[config.mk]
export PLATFORM = sky130hd
export DESIGN_NAME = cts_top
export DESIGN_NICKNAME = d
export VERILOG_FILES = /design/src/cts_pkg.sv /design/src/cts_digit_action.sv /design/src/cts_top.sv
export SDC_FILE = /design/constraint.sdc
export NUM_CORES = 1
export LEC_CHECK = 0
export ABC_AREA = 1
export BUFFER_PORTS_ARGS = -buffer_cell sky130_fd_sc_hd__buf_2
export CAP_MARGIN = 20
export CORE_MARGIN = 1
export CORE_UTILIZATION = 55
export DETAILED_ROUTE_END_ITERATION = 8
export GPL_TIMING_DRIVEN = 1
export PLACE_DENSITY = 0.8
export SYNTH_ARGS = -nofsm -noshare
export SYNTH_HDL_FRONTEND = slang
export SYNTH_SLANG_ARGS = --single-unit
[constraint.sdc]
create_clock -name pclk -period 2.3 [get_ports pclk]
set_input_delay 0.345 -clock pclk [delete_from_list [all_inputs] [get_ports pclk]]
set_output_delay 0.345 -clock pclk [all_outputs]
set_load 0.02 [all_outputs]
[src/cts_pkg.sv]
// Package of constants for the count and timing supervisor
package cts_pkg;
  localparam int ADDR_W = 12;
  // Register byte offsets
  localparam logic [ADDR_W-1:0] OFS_MODE       = 12'h000;
  localparam logic [ADDR_W-1:0] OFS_WRAP       = 12'h004;
  localparam logic [ADDR_W-1:0] OFS_DETECT     = 12'h008;
  localparam logic [ADDR_W-1:0] OFS_TARGET     = 12'h00C;
  localparam logic [ADDR_W-1:0] OFS_CTRL       = 12'h010;
  localparam logic [ADDR_W-1:0] OFS_STATUS     = 12'h014;
  localparam logic [ADDR_W-1:0] OFS_IRQ_STAT   = 12'h018;
  localparam logic [ADDR_W-1:0] OFS_IRQ_MASK   = 12'h01C;
  localparam logic [ADDR_W-1:0] OFS_COUNT      = 12'h020;
  localparam logic [ADDR_W-1:0] OFS_SECONDS    = 12'h024;
  // Reset values and the 9999 value limit
  localparam logic [15:0] RST_MODE   = 16'h0103;
  localparam logic [15:0] RST_WRAP   = 16'h0001;
  localparam logic [15:0] RST_DETECT = 16'h0001;
  localparam logic [15:0] RST_TARGET = 16'h0000;
  localparam logic [15:0] MAX_VALUE  = 16'h270F;
  // Mode field positions (one nibble per decimal digit)
  localparam int MODE_CNT_LSB = 0;
  localparam int MODE_TMR_LSB = 8;
  localparam int DIGIT_W      = 4;
  localparam logic [3:0] DIGIT_MAX = 4'h3;
  // Control bits
  localparam int CTRL_CNT_ARM = 0;
  localparam int CTRL_TMR_ARM = 1;
  // Interrupt status bits
  localparam int IRQ_DETECT  = 0;
  localparam int IRQ_WRAP    = 1;
  localparam int IRQ_TIMER   = 2;
  localparam int IRQ_W       = 3;
  // Timing
  localparam int CLK_HZ       = 100_000_000;
  localparam int SECOND_S     = 1;
  localparam int SEC_CYCLES   = CLK_HZ * SECOND_S;
  typedef enum logic [1:0] {CTS_IDLE, CTS_RUN, CTS_DONE} cts_run_e;
endpackage

[src/cts_digit_action.sv]
// Decoder of one arrival-handling digit into cyclic and stop-output flags
`timescale 1ns/100ps
`default_nettype none
module cts_digit_action (
  input  wire logic [3:0] digit,     // Mode digit 0..3
  output logic            cyclic,    // Restart automatically
  output logic            stop_out   // Stop drive output on arrival
);
  import cts_pkg::*;
  always_comb begin
    cyclic   = digit[1];
    stop_out = ~digit[0];
  end
endmodule
`default_nettype wire

[src/cts_top.sv]
// Count and timing supervisor with APB register access
// Contract
// - Units digit selects count arrival handling
// - Hundreds digit selects timer arrival handling
// - Wrap value from detect value to 9999
// - Detect value from zero to wrap value
// - Count equal wrap: pulse, clear count
// - Count equal detect: hold detect output
// - Clearing at wrap drops detect output
// - Wrap output is one-period pulse only
// - Timer reaches seconds target, runs action
//
// Local design decisions: register access over APB and the address map.
`timescale 1ns/100ps
`default_nettype none
module cts_top #(
  parameter int SEC_TICKS = cts_pkg::SEC_CYCLES
)(
  input  wire logic                       pclk,       // Clock 100 MHz
  input  wire logic                       presetn,    // Async reset, active low
  input  wire logic                       psel,       // APB select
  input  wire logic                       penable,    // APB enable
  input  wire logic                       pwrite,     // APB write
  input  wire logic [cts_pkg::ADDR_W-1:0] paddr,      // APB byte address
  input  wire logic [31:0]                pwdata,     // APB write data
  output logic      [31:0]                prdata,     // APB read data
  output logic                            pready,     // APB ready
  output logic                            pslverr,    // APB error
  input  wire logic                       count_in,   // Counting pin, asynchronous
  output logic                            detect_out, // Held counter detection
  output logic                            wrap_out,   // Counter reset pulse
  output logic                            run_stop,   // Drive output stop request
  output logic                            irq         // Level interrupt
);
  import cts_pkg::*;

  ////////////////////////////////////////////////////////////////////
  // Registers and state
  logic [15:0]       mode, wrap_val, det_val, target;
  logic [15:0]       next_mode, next_wrap_val, next_det_val, next_target;
  logic [IRQ_W-1:0]  irq_stat, irq_mask, next_irq_stat, next_irq_mask;
  logic [15:0]       count, next_count, secs, next_secs;
  logic [31:0]       tick, next_tick;
  cts_run_e          cnt_st, next_cnt_st, tmr_st, next_tmr_st;
  logic              next_detect, next_wrap, cnt_stop, tmr_stop;
  logic              next_cnt_stop, next_tmr_stop;
  logic [2:0]        sync, next_sync;
  logic [31:0]       next_prdata;
  logic              cnt_cyc, cnt_halt, tmr_cyc, tmr_halt;
  logic              wr, rd, hit, edge_q, cnt_ev, wrap_ev, det_ev, tmr_ev;
  logic              arm_cnt, arm_tmr;

  function automatic logic decode_ok(input logic [ADDR_W-1:0] a);
    decode_ok = (a <= OFS_SECONDS) && (a[1:0] == 2'b00);
  endfunction

  cts_digit_action u_cnt_act (
    .digit    (mode[MODE_CNT_LSB +: DIGIT_W]),
    .cyclic   (cnt_cyc),
    .stop_out (cnt_halt)
  );
  cts_digit_action u_tmr_act (
    .digit    (mode[MODE_TMR_LSB +: DIGIT_W]),
    .cyclic   (tmr_cyc),
    .stop_out (tmr_halt)
  );

  ////////////////////////////////////////////////////////////////////
  // APB slave: zero wait states, error on unmapped word
  // Read data is loaded at setup so it stands through the access phase
  assign pready  = 1'b1;
  assign wr      = psel & penable & pwrite;
  assign rd      = psel & ~penable & ~pwrite;
  assign hit     = decode_ok(paddr);
  assign pslverr = psel & penable & ~hit;
  assign arm_cnt = wr && paddr == OFS_CTRL && pwdata[CTRL_CNT_ARM];
  assign arm_tmr = wr && paddr == OFS_CTRL && pwdata[CTRL_TMR_ARM];

  always_comb begin
    next_mode     = mode;
    next_wrap_val = wrap_val;
    next_det_val  = det_val;
    next_target   = target;
    next_irq_mask = irq_mask;
    next_prdata   = prdata;
    if (wr && hit) begin
      case (paddr)
        OFS_MODE: begin
          // A write with an illegal digit is ignored whole, reserved digits forced to zero
          if (pwdata[3:0] <= DIGIT_MAX && pwdata[11:8] <= DIGIT_MAX) begin
            next_mode = {8'h00, pwdata[7:0] & 8'h0F} | {4'h0, pwdata[11:8], 8'h00};
          end
        end
        OFS_WRAP: begin
          if (pwdata[15:0] >= det_val && pwdata[15:0] <= MAX_VALUE &&
              pwdata[31:16] == 16'h0000) begin
            next_wrap_val = pwdata[15:0];
          end
        end
        OFS_DETECT: begin
          if (pwdata[15:0] <= wrap_val && pwdata[31:16] == 16'h0000) begin
            next_det_val = pwdata[15:0];
          end
        end
        OFS_TARGET: begin
          if (pwdata[15:0] <= MAX_VALUE && pwdata[31:16] == 16'h0000) begin
            next_target = pwdata[15:0];
          end
        end
        OFS_IRQ_MASK: next_irq_mask = pwdata[IRQ_W-1:0];
        default: ;
      endcase
    end
    if (rd) begin
      case (paddr)
        OFS_MODE:     next_prdata = {16'h0000, mode};
        OFS_WRAP:     next_prdata = {16'h0000, wrap_val};
        OFS_DETECT:   next_prdata = {16'h0000, det_val};
        OFS_TARGET:   next_prdata = {16'h0000, target};
        OFS_STATUS:   next_prdata = {26'h0, tmr_stop, cnt_stop,
                                     tmr_st == CTS_DONE, cnt_st == CTS_DONE,
                                     wrap_out, detect_out};
        OFS_IRQ_STAT: next_prdata = {29'h0, irq_stat};
        OFS_IRQ_MASK: next_prdata = {29'h0, irq_mask};
        OFS_COUNT:    next_prdata = {16'h0000, count};
        OFS_SECONDS:  next_prdata = {16'h0000, secs};
        default:      next_prdata = 32'h0000_0000;
      endcase
    end
  end

  ////////////////////////////////////////////////////////////////////
  // Counter
  // Two flops tame the pin; the third only marks the rising edge
  assign edge_q  = sync[1] & ~sync[2];
  assign cnt_ev  = edge_q && cnt_st == CTS_RUN;
  assign wrap_ev = cnt_ev && (count + 16'h0001) == wrap_val;
  assign det_ev  = cnt_ev && (count + 16'h0001) == det_val && !wrap_ev;

  always_comb begin
    next_sync     = {sync[1:0], count_in};
    next_count    = count;
    next_cnt_st   = cnt_st;
    next_detect   = detect_out;
    next_wrap     = 1'b0;
    next_cnt_stop = cnt_stop;
    if (arm_cnt) begin
      next_cnt_st   = CTS_RUN;
      next_count    = 16'h0000;
      next_detect   = 1'b0;
      next_cnt_stop = 1'b0;
    end else if (cnt_ev) begin
      next_count = count + 16'h0001;
      if (det_ev) begin
        next_detect = 1'b1;
      end
      if (wrap_ev) begin
        next_wrap     = 1'b1;
        next_count    = 16'h0000;
        next_detect   = 1'b0;
        next_cnt_stop = cnt_halt;
        next_cnt_st   = cnt_cyc ? CTS_RUN : CTS_DONE;
      end
    end
  end

  ////////////////////////////////////////////////////////////////////
  // Timer
  // Target is compared every cycle, so target 0 arrives right after arm
  always_comb begin
    next_tick     = tick;
    next_secs     = secs;
    next_tmr_st   = tmr_st;
    next_tmr_stop = tmr_stop;
    tmr_ev        = 1'b0;
    if (arm_tmr) begin
      next_tmr_st   = CTS_RUN;
      next_tick     = 32'h0;
      next_secs     = 16'h0000;
      next_tmr_stop = 1'b0;
    end else if (tmr_st == CTS_RUN) begin
      if (secs >= target) begin
        tmr_ev        = 1'b1;
        next_tmr_stop = tmr_halt;
        next_tmr_st   = tmr_cyc ? CTS_RUN : CTS_DONE;
        next_secs     = 16'h0000;
        next_tick     = 32'h0;
      end else if (tick == 32'(SEC_TICKS - 1)) begin
        next_tick = 32'h0;
        next_secs = secs + 16'h0001;
      end else begin
        next_tick = tick + 32'h1;
      end
    end
  end

  ////////////////////////////////////////////////////////////////////
  // Interrupts: set wins over write-one-to-clear
  always_comb begin
    next_irq_stat = irq_stat;
    if (wr && paddr == OFS_IRQ_STAT) begin
      next_irq_stat = irq_stat & ~pwdata[IRQ_W-1:0];
    end
    next_irq_stat[IRQ_DETECT] = next_irq_stat[IRQ_DETECT] | det_ev;
    next_irq_stat[IRQ_WRAP]   = next_irq_stat[IRQ_WRAP] | wrap_ev;
    next_irq_stat[IRQ_TIMER]  = next_irq_stat[IRQ_TIMER] | tmr_ev;
  end
  assign irq      = |(irq_stat & irq_mask);
  assign run_stop = cnt_stop | tmr_stop;

  always_ff @(posedge pclk or negedge presetn) begin
    if (!presetn) begin
      mode       <= RST_MODE;
      wrap_val   <= RST_WRAP;
      det_val    <= RST_DETECT;
      target     <= RST_TARGET;
      irq_mask   <= '0;
      irq_stat   <= '0;
      prdata     <= 32'h0000_0000;
      sync       <= 3'h0;
      count      <= 16'h0000;
      cnt_st     <= CTS_RUN;
      detect_out <= 1'b0;
      wrap_out   <= 1'b0;
      cnt_stop   <= 1'b0;
      tick       <= 32'h0;
      secs       <= 16'h0000;
      tmr_st     <= CTS_IDLE;
      tmr_stop   <= 1'b0;
    end else begin
      mode       <= next_mode;
      wrap_val   <= next_wrap_val;
      det_val    <= next_det_val;
      target     <= next_target;
      irq_mask   <= next_irq_mask;
      irq_stat   <= next_irq_stat;
      prdata     <= next_prdata;
      sync       <= next_sync;
      count      <= next_count;
      cnt_st     <= next_cnt_st;
      detect_out <= next_detect;
      wrap_out   <= next_wrap;
      cnt_stop   <= next_cnt_stop;
      tick       <= next_tick;
      secs       <= next_secs;
      tmr_st     <= next_tmr_st;
      tmr_stop   <= next_tmr_stop;
    end
  end

  ////////////////////////////////////////////////////////////////////
  // Assertions
  // Arm and arrival in one cycle: arm wins, so guards leave that out
  AST_WRAP_PULSE: assert property (@(posedge pclk) disable iff (!presetn)
    wrap_out |=> !wrap_out) else $error("wrap pulse longer than one cycle");
  AST_WRAP_CLEARS: assert property (@(posedge pclk) disable iff (!presetn)
    wrap_ev && !arm_cnt |=> wrap_out && count == 16'h0000) else $error("wrap did not clear");
  AST_DET_DROP: assert property (@(posedge pclk) disable iff (!presetn)
    wrap_out |-> !detect_out) else $error("detect held past wrap");
  AST_DET_SET: assert property (@(posedge pclk) disable iff (!presetn)
    det_ev && !arm_cnt |=> detect_out) else $error("detect not raised");
  AST_DET_HOLD: assert property (@(posedge pclk) disable iff (!presetn)
    detect_out && !$past(detect_out) |-> count == det_val) else $error("detect at wrong count");
  AST_ORDER: assert property (@(posedge pclk) disable iff (!presetn)
    det_val <= wrap_val && wrap_val <= MAX_VALUE) else $error("limits out of order");
  AST_COUNT_STEP: assert property (@(posedge pclk) disable iff (!presetn)
    cnt_ev && !wrap_ev && !arm_cnt |=> count == $past(count) + 16'h0001)
    else $error("count did not advance");
  AST_ONESHOT: assert property (@(posedge pclk) disable iff (!presetn)
    wrap_ev && !cnt_cyc && !arm_cnt |=> cnt_st == CTS_DONE) else $error("one-shot restarted");
  AST_DONE_HOLD: assert property (@(posedge pclk) disable iff (!presetn)
    cnt_st == CTS_DONE && !arm_cnt |=> cnt_st == CTS_DONE && $stable(count))
    else $error("stopped counter moved");
  AST_CNT_STOP: assert property (@(posedge pclk) disable iff (!presetn)
    wrap_ev && !arm_cnt |=> cnt_stop == $past(cnt_halt))
    else $error("count arrival action wrong");
  AST_CNT_REARM: assert property (@(posedge pclk) disable iff (!presetn)
    arm_cnt |=> cnt_st == CTS_RUN && count == 16'h0000 && !cnt_stop && !detect_out)
    else $error("counter re-arm incomplete");
  AST_TMR_ONESHOT: assert property (@(posedge pclk) disable iff (!presetn)
    tmr_ev && !tmr_cyc && !arm_tmr |=> tmr_st == CTS_DONE) else $error("timer restarted");
  AST_TMR_REARM: assert property (@(posedge pclk) disable iff (!presetn)
    arm_tmr |=> tmr_st == CTS_RUN && secs == 16'h0000 && !tmr_stop)
    else $error("timer arm incomplete");
  AST_IRQ_TMR: assert property (@(posedge pclk) disable iff (!presetn)
    tmr_ev |=> irq_stat[IRQ_TIMER]) else $error("timer event lost");
  AST_WRAP_REFUSE: assert property (@(posedge pclk) disable iff (!presetn)
    wr && paddr == OFS_WRAP && pwdata[15:0] > MAX_VALUE |=> wrap_val == $past(wrap_val))
    else $error("wrap value above limit taken");
  AST_DET_REFUSE: assert property (@(posedge pclk) disable iff (!presetn)
    wr && paddr == OFS_DETECT && pwdata[15:0] > wrap_val |=> det_val == $past(det_val))
    else $error("detect value above wrap taken");
  AST_TMR_ACT: assert property (@(posedge pclk) disable iff (!presetn)
    tmr_ev && !arm_tmr |=> tmr_stop == $past(tmr_halt) && secs == 16'h0000)
    else $error("timer arrival action wrong");
  AST_MODE_OK: assert property (@(posedge pclk) disable iff (!presetn)
    mode[3:0] <= DIGIT_MAX && mode[11:8] <= DIGIT_MAX && mode[7:4] == 4'h0)
    else $error("illegal mode digit");
  COV_WRAP: cover property (@(posedge pclk) disable iff (!presetn) wrap_out);
  COV_DET: cover property (@(posedge pclk) disable iff (!presetn) det_ev);
  COV_TMR: cover property (@(posedge pclk) disable iff (!presetn) tmr_ev);
  COV_IRQ: cover property (@(posedge pclk) disable iff (!presetn) irq);
  COV_DONE: cover property (@(posedge pclk) disable iff (!presetn) cnt_st == CTS_DONE);
endmodule
`default_nettype wire

==> key figures, run 1 <==
Run status
  – Outcome: finished with violations
  – Failing checks: DRC

STA
  – Worst-Margin Slew: 0.510 ns
  – Final period utilization: between 90% and 100%
  – Peak Freq: roughly 0.45 GHz
  – RSZ-0062 raised after global routing: yes
  – Max-slew headroom: 66.0%
  – Final Hold Vio Count: 0
  – Max-slew violation count: 0
  – Final Setup Violations: 0
  – Clk_skew: 0.0155 ns
  – Final worst path period need: 2.23 ns

Synthesis
  – Dominant synthesized flop cell: dfrtp_1
  – Post-Synth Adder-Cell Area: just over 6%
  – Post-synthesis mux area share: 0%
  – Synth unique cells: 52
  – Complex-gate fraction of the synthesized area: between 10% and 20%
  – Number of synthesized register bits: 153
  – Mapped Area: 10300 um^2
  – Post-synth ARST share: 100%
  – Sequential share of the synthesized area: 37.4%
  – Syn avg cell area: 7.28 um^2
  – Synth Area in Simple Gates: 32.2%
  – Syn Inst Count: 1411
  – Post-synth EDFFs: 0
  – Post-synthesis xor/xnor area fraction: 4.01%
  – Synth warn: 0
  – Main combinational cell family by area after synthesis: simple AND/OR/NAND/NOR gates

Worst setup path
  – Reg2reg setup slack: 0.07 ns
  – Required time of the critical path: approximately 2.6 ns
  – Setup Crit Path Kind: reg -> reg
  – Critical path's largest stage delay: 0.40 ns
  – Worst R2R Start: count[1]$_DFFE_PN0P_
  – Crit. End Element: register
  – R2R cell count: 14
  – Crit start category: register
  – Arr. time, crit path: about 2.6 ns
  – Critical-path cell list: buf_4, nand3_2, nor2_4, buf_4, nand3_1, nand2_1, nand3_1, nand2_2, nand2_2, nor2_4, nand3_4, buf_4, nand3_1, o21ai_0
  – CP max FO: 6
  – Slowest-stage cell, CP: dfrtp_1
  – R2R Path End: cnt_stop$_DFFE_PN0P_

Routing
  – Post-Route WL: 30.9 mm
  – Number of remaining DRC errors: 10
  – Vias/cell: 5.74
  – Post-DR wirelength/cell: 17.4 um
  – Routed Antenna Nets: 0
  – 1st-iter DRT viols: 920
  – Number of vias in the routed layout: 10220
  – 1st-pass router iterations: 8

Hold path
  – Critical hold path startpoint: count_in
  – Hold depth: 1
  – End point of the worst hold path: sync[0]$_DFF_PN0_
  – Hold WC Path Type: in -> reg

Placement
  – Post-DP Area: 11300 um^2
  – GPL Wtd Cong: around 1
  – Input/output buffers: 70
  – DP HPWL: 23.7 mm

CTS
  – Sink Count: around 150
  – Clk Latency, worst-skew pair: 0.43 ns
  – Cts bufs inserted: 17
  – Maximum clock path buffer count: 2
  – CTS tree: done
  – H-tree Lvls: 4
  – CTS clk-pin slew, worst paths: 0.07 ns
  – CTS root buf: clkbuf_16

Final layout
  – Finished Cell Area: roughly 12000 um^2
  – Storage cell area: 3840 um^2
  – Area growth syn-to-layout: 16.6%
  – Final-layout fill cell count: ~1500
  – NumNets Final: 1638
  – Diodes inserted: 0
  – Layout cells sized above 1: 16.3%
  – Multi-input logic area: 5650 um^2

Global route
  – Global Route Usage Sum: 32.6%
  – Initial antenna violation count: 0
  – Gr ovfl total: 0
  – First-pass GRT wire length: 49.3 mm
  – Largest net degree at the start of global routing: 55
  – Vias in the first global route: about 9800

Floorplan
  – Die area: approximately 19000 um^2
  – Ports: 88
  – Core Box Area: 18100 um^2
  – Die X-Extent: 139 um
  – Num rows: 49
  – Initial Util: between 50% and 60%
  – Die H: 139 um

Power and ir drop
  – Design Power: 0.00633 W
  – VDD IR max: between 0.0004 and 0.0005 V
  – Pwr dens: roughly 530 nW/um^2
  – Pleak: 5.97 nW

Run
  – Max_cap viols: 0
logic make-up after synthesis:
kind of cell,Yosys count
buf+inv,227
xor+xnor,47
compound gates,189
fa+ha+maj,51
other cells,2
flops,153
simple gates,742
area by class of cell:
class	instances	area share, %
multi-input cells	1047	47.2
inverters	181	5.67
clock buffers	18	3.58
flip-flops and latches	153	32.0
well taps	229	2.39
clock inverters	14	1.30
repair buffers	137	7.86
synthesized netlist by cell type (3+ instances only):
master | number | area [um^2]
nand2_1 | 395 | 1480
inv_1 | 167 | 627
dfrtp_1 | 147 | 3680
nor2_1 | 113 | 424
nand3_1 | 109 | 546
o21ai_0 | 77 | 385
ha_1 | 51 | 638
xor2_1 | 44 | 385
nand4_1 | 41 | 257
nor3_1 | 35 | 175
o22ai_1 | 28 | 175
a21oi_1 | 26 | 130
buf_4 | 22 | 165
o21ai_1 | 19 | 95.1
clkbuf_1 | 14 | 52.6
inv_2 | 12 | 45.0
o21ai_2 | 12 | 105
buf_2 | 9 | 45.0
nor4_1 | 9 | 56.3
dfstp_2 | 6 | 158
nand2_2 | 6 | 37.5
nor2_2 | 6 | 37.5
nor2_4 | 6 | 67.6
o221ai_1 | 6 | 52.6
nand3b_1 | 4 | 30.0
o211ai_1 | 4 | 30.0
o31ai_1 | 4 | 30.0
nand2_4 | 3 | 33.8
o2111ai_1 | 3 | 26.3
xnor2_1 | 3 | 26.3
where the power goes:
group          internal, W  total, W  switching (W)
clock network      0.00146   0.00280        0.00134
logic             0.000251  0.000745       0.000495
registers          0.00273   0.00279      0.0000535
total              0.00444   0.00633        0.00189
metrics by stage:
step                std cells  utilization [%]  setup TNS, ns  hold WS [ns]  worst slack, ns
floorplan                1426                -              0        0.0494            0.211
global placement         1744             62.0              0         0.329           0.0773
finish                   1779             66.0              0        0.0198           0.0696
CTS                      1777             65.3              0       0.00906           0.0832
global route             1779             66.0         -0.477        0.0142          -0.0880
detailed placement       1744             62.0       -0.00572         0.335         -0.00572
worst max path at each step:
stage | endpoint | startpoint | depth (start not counted) | slack (ns)
after detailed placement | det_val[11]$_DFFE_PN0P_ | paddr[7] | 12 | -0.006
final | cnt_stop$_DFFE_PN0P_ | count[1]$_DFFE_PN0P_ | 14 | 0.07
after floorplan | tick[9]$_DFFE_PN0P_ | secs[15]$_DFFE_PN0P_ | 12 | 0.21
after global routing | cnt_st[1]$_DFFE_PN0P_ | count[1]$_DFFE_PN0P_ | 15 | -0.09
after global placement | wrap_val[3]$_DFFE_PN0P_ | paddr[7] | 9 | 0.08
after CTS | wrap_val[11]$_DFFE_PN0P_ | det_val[3]$_DFFE_PN0P_ | 11 | 0.08
placed cells by master, fill, tap and decap left out, types with 12 or more instances in the layout:
master / instances
a21oi_1: 25
buf_2: 69
buf_4: 59
clkbuf_16: 17
conb_1: 17
dfrtp_1: 147
ha_1: 50
inv_1: 167
inv_2: 12
nand2_1: 386
nand2_2: 13
nand3_1: 106
nand4_1: 41
nor2_1: 109
nor3_1: 34
o21ai_0: 77
o21ai_1: 18
o21ai_2: 13
o22ai_1: 28
xor2_1: 44
critical path, delay by kind of cell, from the launching register on:
kind	cells	cell delay, ns
and+or+nand+nor	10	1.14
DFF	1	0.40
AOI/OAI and AO/OA	1	0.07
buffers and inverters	3	0.49
per-layer routing:
layer / wire length [um] / global-route usage, % / part of all wire [%] / vias to the layer above
li1: - / - / - / 4874
met4: 1420 / 14.7 / 4.6 / 0
met3: 2770 / 7.70 / 9.0 / 99
met1: 12400 / 41.6 / 40 / 4733
met2: 14300 / 52.7 / 46 / 514
met5: 0 / 0 / 0 / -
timing repair:
item                                   CTS  global route
endpoints found under the hold margin   45             0
hold buffers                             1             0
setup endpoints to repair                0            79
resized for setup                        0            28
setup buffers                            0             1
flip-flops by register name, summed over array words and instances, names as in the netlist:
signal,cells
tick,32
wrap_out,1
wrap_val,16
tmr_stop,1
count,16
mode,8
irq_stat,3
irq_mask,3
target,16
cnt_st,2
cnt_stop,1
sync,3
secs,16
detect_out,1
prdata,16
tmr_st,2
det_val,16
Power figures use the tool's default switching activity.
==> run 2: changes to the inputs <==
--- a/config.mk
+++ b/config.mk
@@ -10,9 +10,11 @@
 export CAP_MARGIN = 20
 export CORE_MARGIN = 1
 export CORE_UTILIZATION = 55
+export CTS_CLUSTER_DIAMETER = 150
 export DETAILED_ROUTE_END_ITERATION = 8
 export GPL_TIMING_DRIVEN = 1
 export PLACE_DENSITY = 0.8
+export REMOVE_ABC_BUFFERS = 1
 export SYNTH_ARGS = -nofsm -noshare
 export SYNTH_HDL_FRONTEND = slang
 export SYNTH_SLANG_ARGS = --single-unit
==> key figures, run 2 (synthesis gave the netlist of run 1 again) <==
Run
  – Max_cap viols: 0 (unchanged)

Global route
  – Vias in the first global route: 9713 (-0.77%)
  – First-pass GRT wire length: 48.7 mm (-1.2%)
  – Largest net degree at the start of global routing: 47 (-15%)
  – Initial antenna violation count: 0 (unchanged)
  – Gr ovfl total: 0 (unchanged)
  – Global Route Usage Sum: 32.3% (-0.22 points)

Run status
  – Failing checks: DRC
  – Outcome: finished with violations

Placement
  – Post-placement cell count: 1747 (+0.17%)
  – Post-DP Area: 11300 um^2 (+0.20%)
  – GPL Wtd Cong: 1.06 (+4.3%)
  – DP HPWL: 23.7 mm (about the same)
  – Input/output buffers: 70 (unchanged)

STA
  – Clk_skew: 0.00868 ns (-0.00681 ns)
  – Max-slew headroom: 65.8% (-0.16 points)
  – Final worst path period need: 2.19 ns (-0.0385 ns)
  – Max-slew violation count: 0 (unchanged)
  – Final period utilization: 95.3% (-1.7 points)
  – Peak Freq: 0.456 GHz (+1.8%)
  – Final Hold Vio Count: 0 (unchanged)
  – Final Setup Violations: 0 (unchanged)
  – Worst-Margin Slew: 0.510 ns (-0.000360 ns)

Power and ir drop
  – Internal: 0.00462 W (+4.0%)
  – Clock share of power: 45.4% (+1.2 points)
  – Seq pwr share: 43.3% (-0.7 points)
  – Design Power: 0.00644 W (+1.8%)
  – VDD IR max: 0.000506 V (+4.8%)
  – Pwr dens: 538 nW/um^2 (+1.9%)
  – Comb power frac: 11.3% (-0.5 points)
  – Net switching power: 0.00182 W (-3.4%)
  – Pleak: 5.96 nW (-0.26%)
  – Sw frac: 28.3% (-1.5 points)

Worst setup path
  – Setup Crit Path Kind: reg -> reg
  – Crit. End Element: register
  – CP Launch Point: det_val[1]$_DFFE_PN0P_
  – CP max FO: 28 (+22)
  – Crit start category: register
  – Arr. time, crit path: 2.54 ns (about the same)
  – Worst R2R Start: det_val[1]$_DFFE_PN0P_
  – Required time of the critical path: 2.64 ns (+0.02 ns)

Final layout
  – Area growth syn-to-layout: 16.5% (about the same)
  – Diodes inserted: 0 (unchanged)
  – Post-route insts no fill: 1781 (+0.11%)
  – Largest register FFs: 32 (unchanged)
  – Largest Register: tick
  – NumNets Final: 1640 (+0.12%)
  – Final-layout fill cell count: 1541 (-0.26%)
  – Storage cell area: 3840 um^2 (about the same)
  – Finished Cell Area: 12000 um^2 (about the same)
  – Multi-input logic area: 5600 um^2 (-0.89%)
  – Layout cells sized above 1: 16.2% (-0.085 points)
  – Most frequent cells in the layout: nand2_1 (391), inv_1 (166), dfrtp_1 (145), nor2_1 (110), nand3_1 (109)
  – Commonest non-fill, non-tap cell in the layout: nand2_1

CTS
  – Sink Count: 153 (unchanged)
  – Clk Latency, worst-skew pair: 0.44 ns (about the same)
  – Cts bufs inserted: 17 (unchanged)
  – H-tree Lvls: 4 (unchanged)
  – CTS root buf: clkbuf_16
  – CTS clk-pin slew, worst paths: 0.07 ns (about the same)
  – CTS tree: done
  – Maximum clock path buffer count: 2 (unchanged)

Floorplan
  – Die H: 139 um (unchanged)
  – Ports: 88 (unchanged)
  – Core Box Area: 18100 um^2 (unchanged)
  – Die area: 19200 um^2 (unchanged)
  – Initial Util: 56.6% (unchanged)
  – Num rows: 49 (unchanged)
  – Die X-Extent: 139 um (unchanged)

Routing
  – Number of vias in the routed layout: 10229 (+0.088%)
  – Post-Route WL: 30.6 mm (-1.0%)
  – Number of remaining DRC errors: 9 (-1)
  – Post-DR wirelength/cell: 17.2 um (-1.2%)
  – 1st-iter DRT viols: 978 (+6.3%)
  – 1st-pass router iterations: 9 (+1)
  – Vias/cell: 5.74 (about the same)
  – Routed Antenna Nets: 0 (unchanged)

Hold path
  – Critical hold path startpoint: count_in
  – Hold WC Path Type: in -> reg
run 2: cell count changes in the layout (fill, tap and decap cells not counted), sizes merged:
cell      previous run  this run
bufinv               0         2
buf                136       139
nand3              113       112
clkinvlp             0         1
clkinv               8         6
inv                187       186
run 2: area by class of cell:
type,count,share of cell area [%]
Sequential cell,153,32.1
Multi-Input combinational cell,1046,46.8
Tap cell,229,2.39
Timing Repair Buffer,140,8.02
Clock inverter,14,1.49
Inverter,181,5.68
Clock buffer,18,3.59
run 2: what timing repair did:
| item | CTS | global route |
|---|---|---|
| setup buffers | 0 | 1 |
| endpoints found under the setup margin | 0 | 74 |
| resized for setup | 0 | 21 |
| hold buffers | 1 | 0 |
| endpoints found under the hold margin | 41 | 0 |
run 2: path summary, 6_finish.rpt:
kind / to / slack (ns) / cells past startpoint
worst min-delay path: sync[0]$_DFF_PN0_ / 0.01 / 1
min in group asynchronous: wrap_val[14]$_DFFE_PN0P_ / 0.42 / 2
max in group asynchronous: mode[8]$_DFFE_PN1P_ / 1.16 / 3
worst min register to register: sync[1]$_DFF_PN0_ / 0.35 / 0
worst max-delay path: wrap_val[0]$_DFFE_PN1P_ / 0.11 / 10
worst max register to register: wrap_val[0]$_DFFE_PN1P_ / 0.11 / 10
run 2: per-layer routing:
layer,vias to the layer above,share of wire [%],global-route usage (%)
met5,-,0,0
met3,97,8.2,7.29
met1,4793,41,40.5
li1,4874,-,-
met4,0,4.0,14.2
met2,465,47,53.8
run 2: worst max-delay path, stage by stage (launching register included):
cell      delay, ns
dfrtp_1        0.43
inv_1          0.06
ha_1           0.30
a21oi_1        0.08
o21ai_0        0.27
nand2_1        0.10
o211ai_1       0.09
nand2_1        0.06
nand3_1        0.12
nand3_4        0.29
o21ai_0        0.30
run 2: metrics by stage:
step                setup WS, ns  TNS [ns]  hold WS [ns]  utilization [%]
global placement        -0.00845   -0.0139         0.317             62.1
detailed placement       -0.0210   -0.0655         0.319             62.1
finish                     0.108         0        0.0144             66.0
floorplan                 -0.455    -15.30        0.0494                -
CTS                       0.0197         0       0.00893             65.5
global route            -0.00609  -0.00609        0.0111             66.0
run 2: power by group through the flow:
stage | combinational [W] | clock, W | sequential, W
detailed placement | 0.000689 | 0 | 0.00283
finish | 0.000727 | 0.00292 | 0.00279
floorplan | 0.000384 | 0 | 0.00284
global placement | 0.000672 | 0 | 0.00283
CTS | 0.000699 | 0.00294 | 0.00278
global route | 0.000802 | 0.00305 | 0.00279
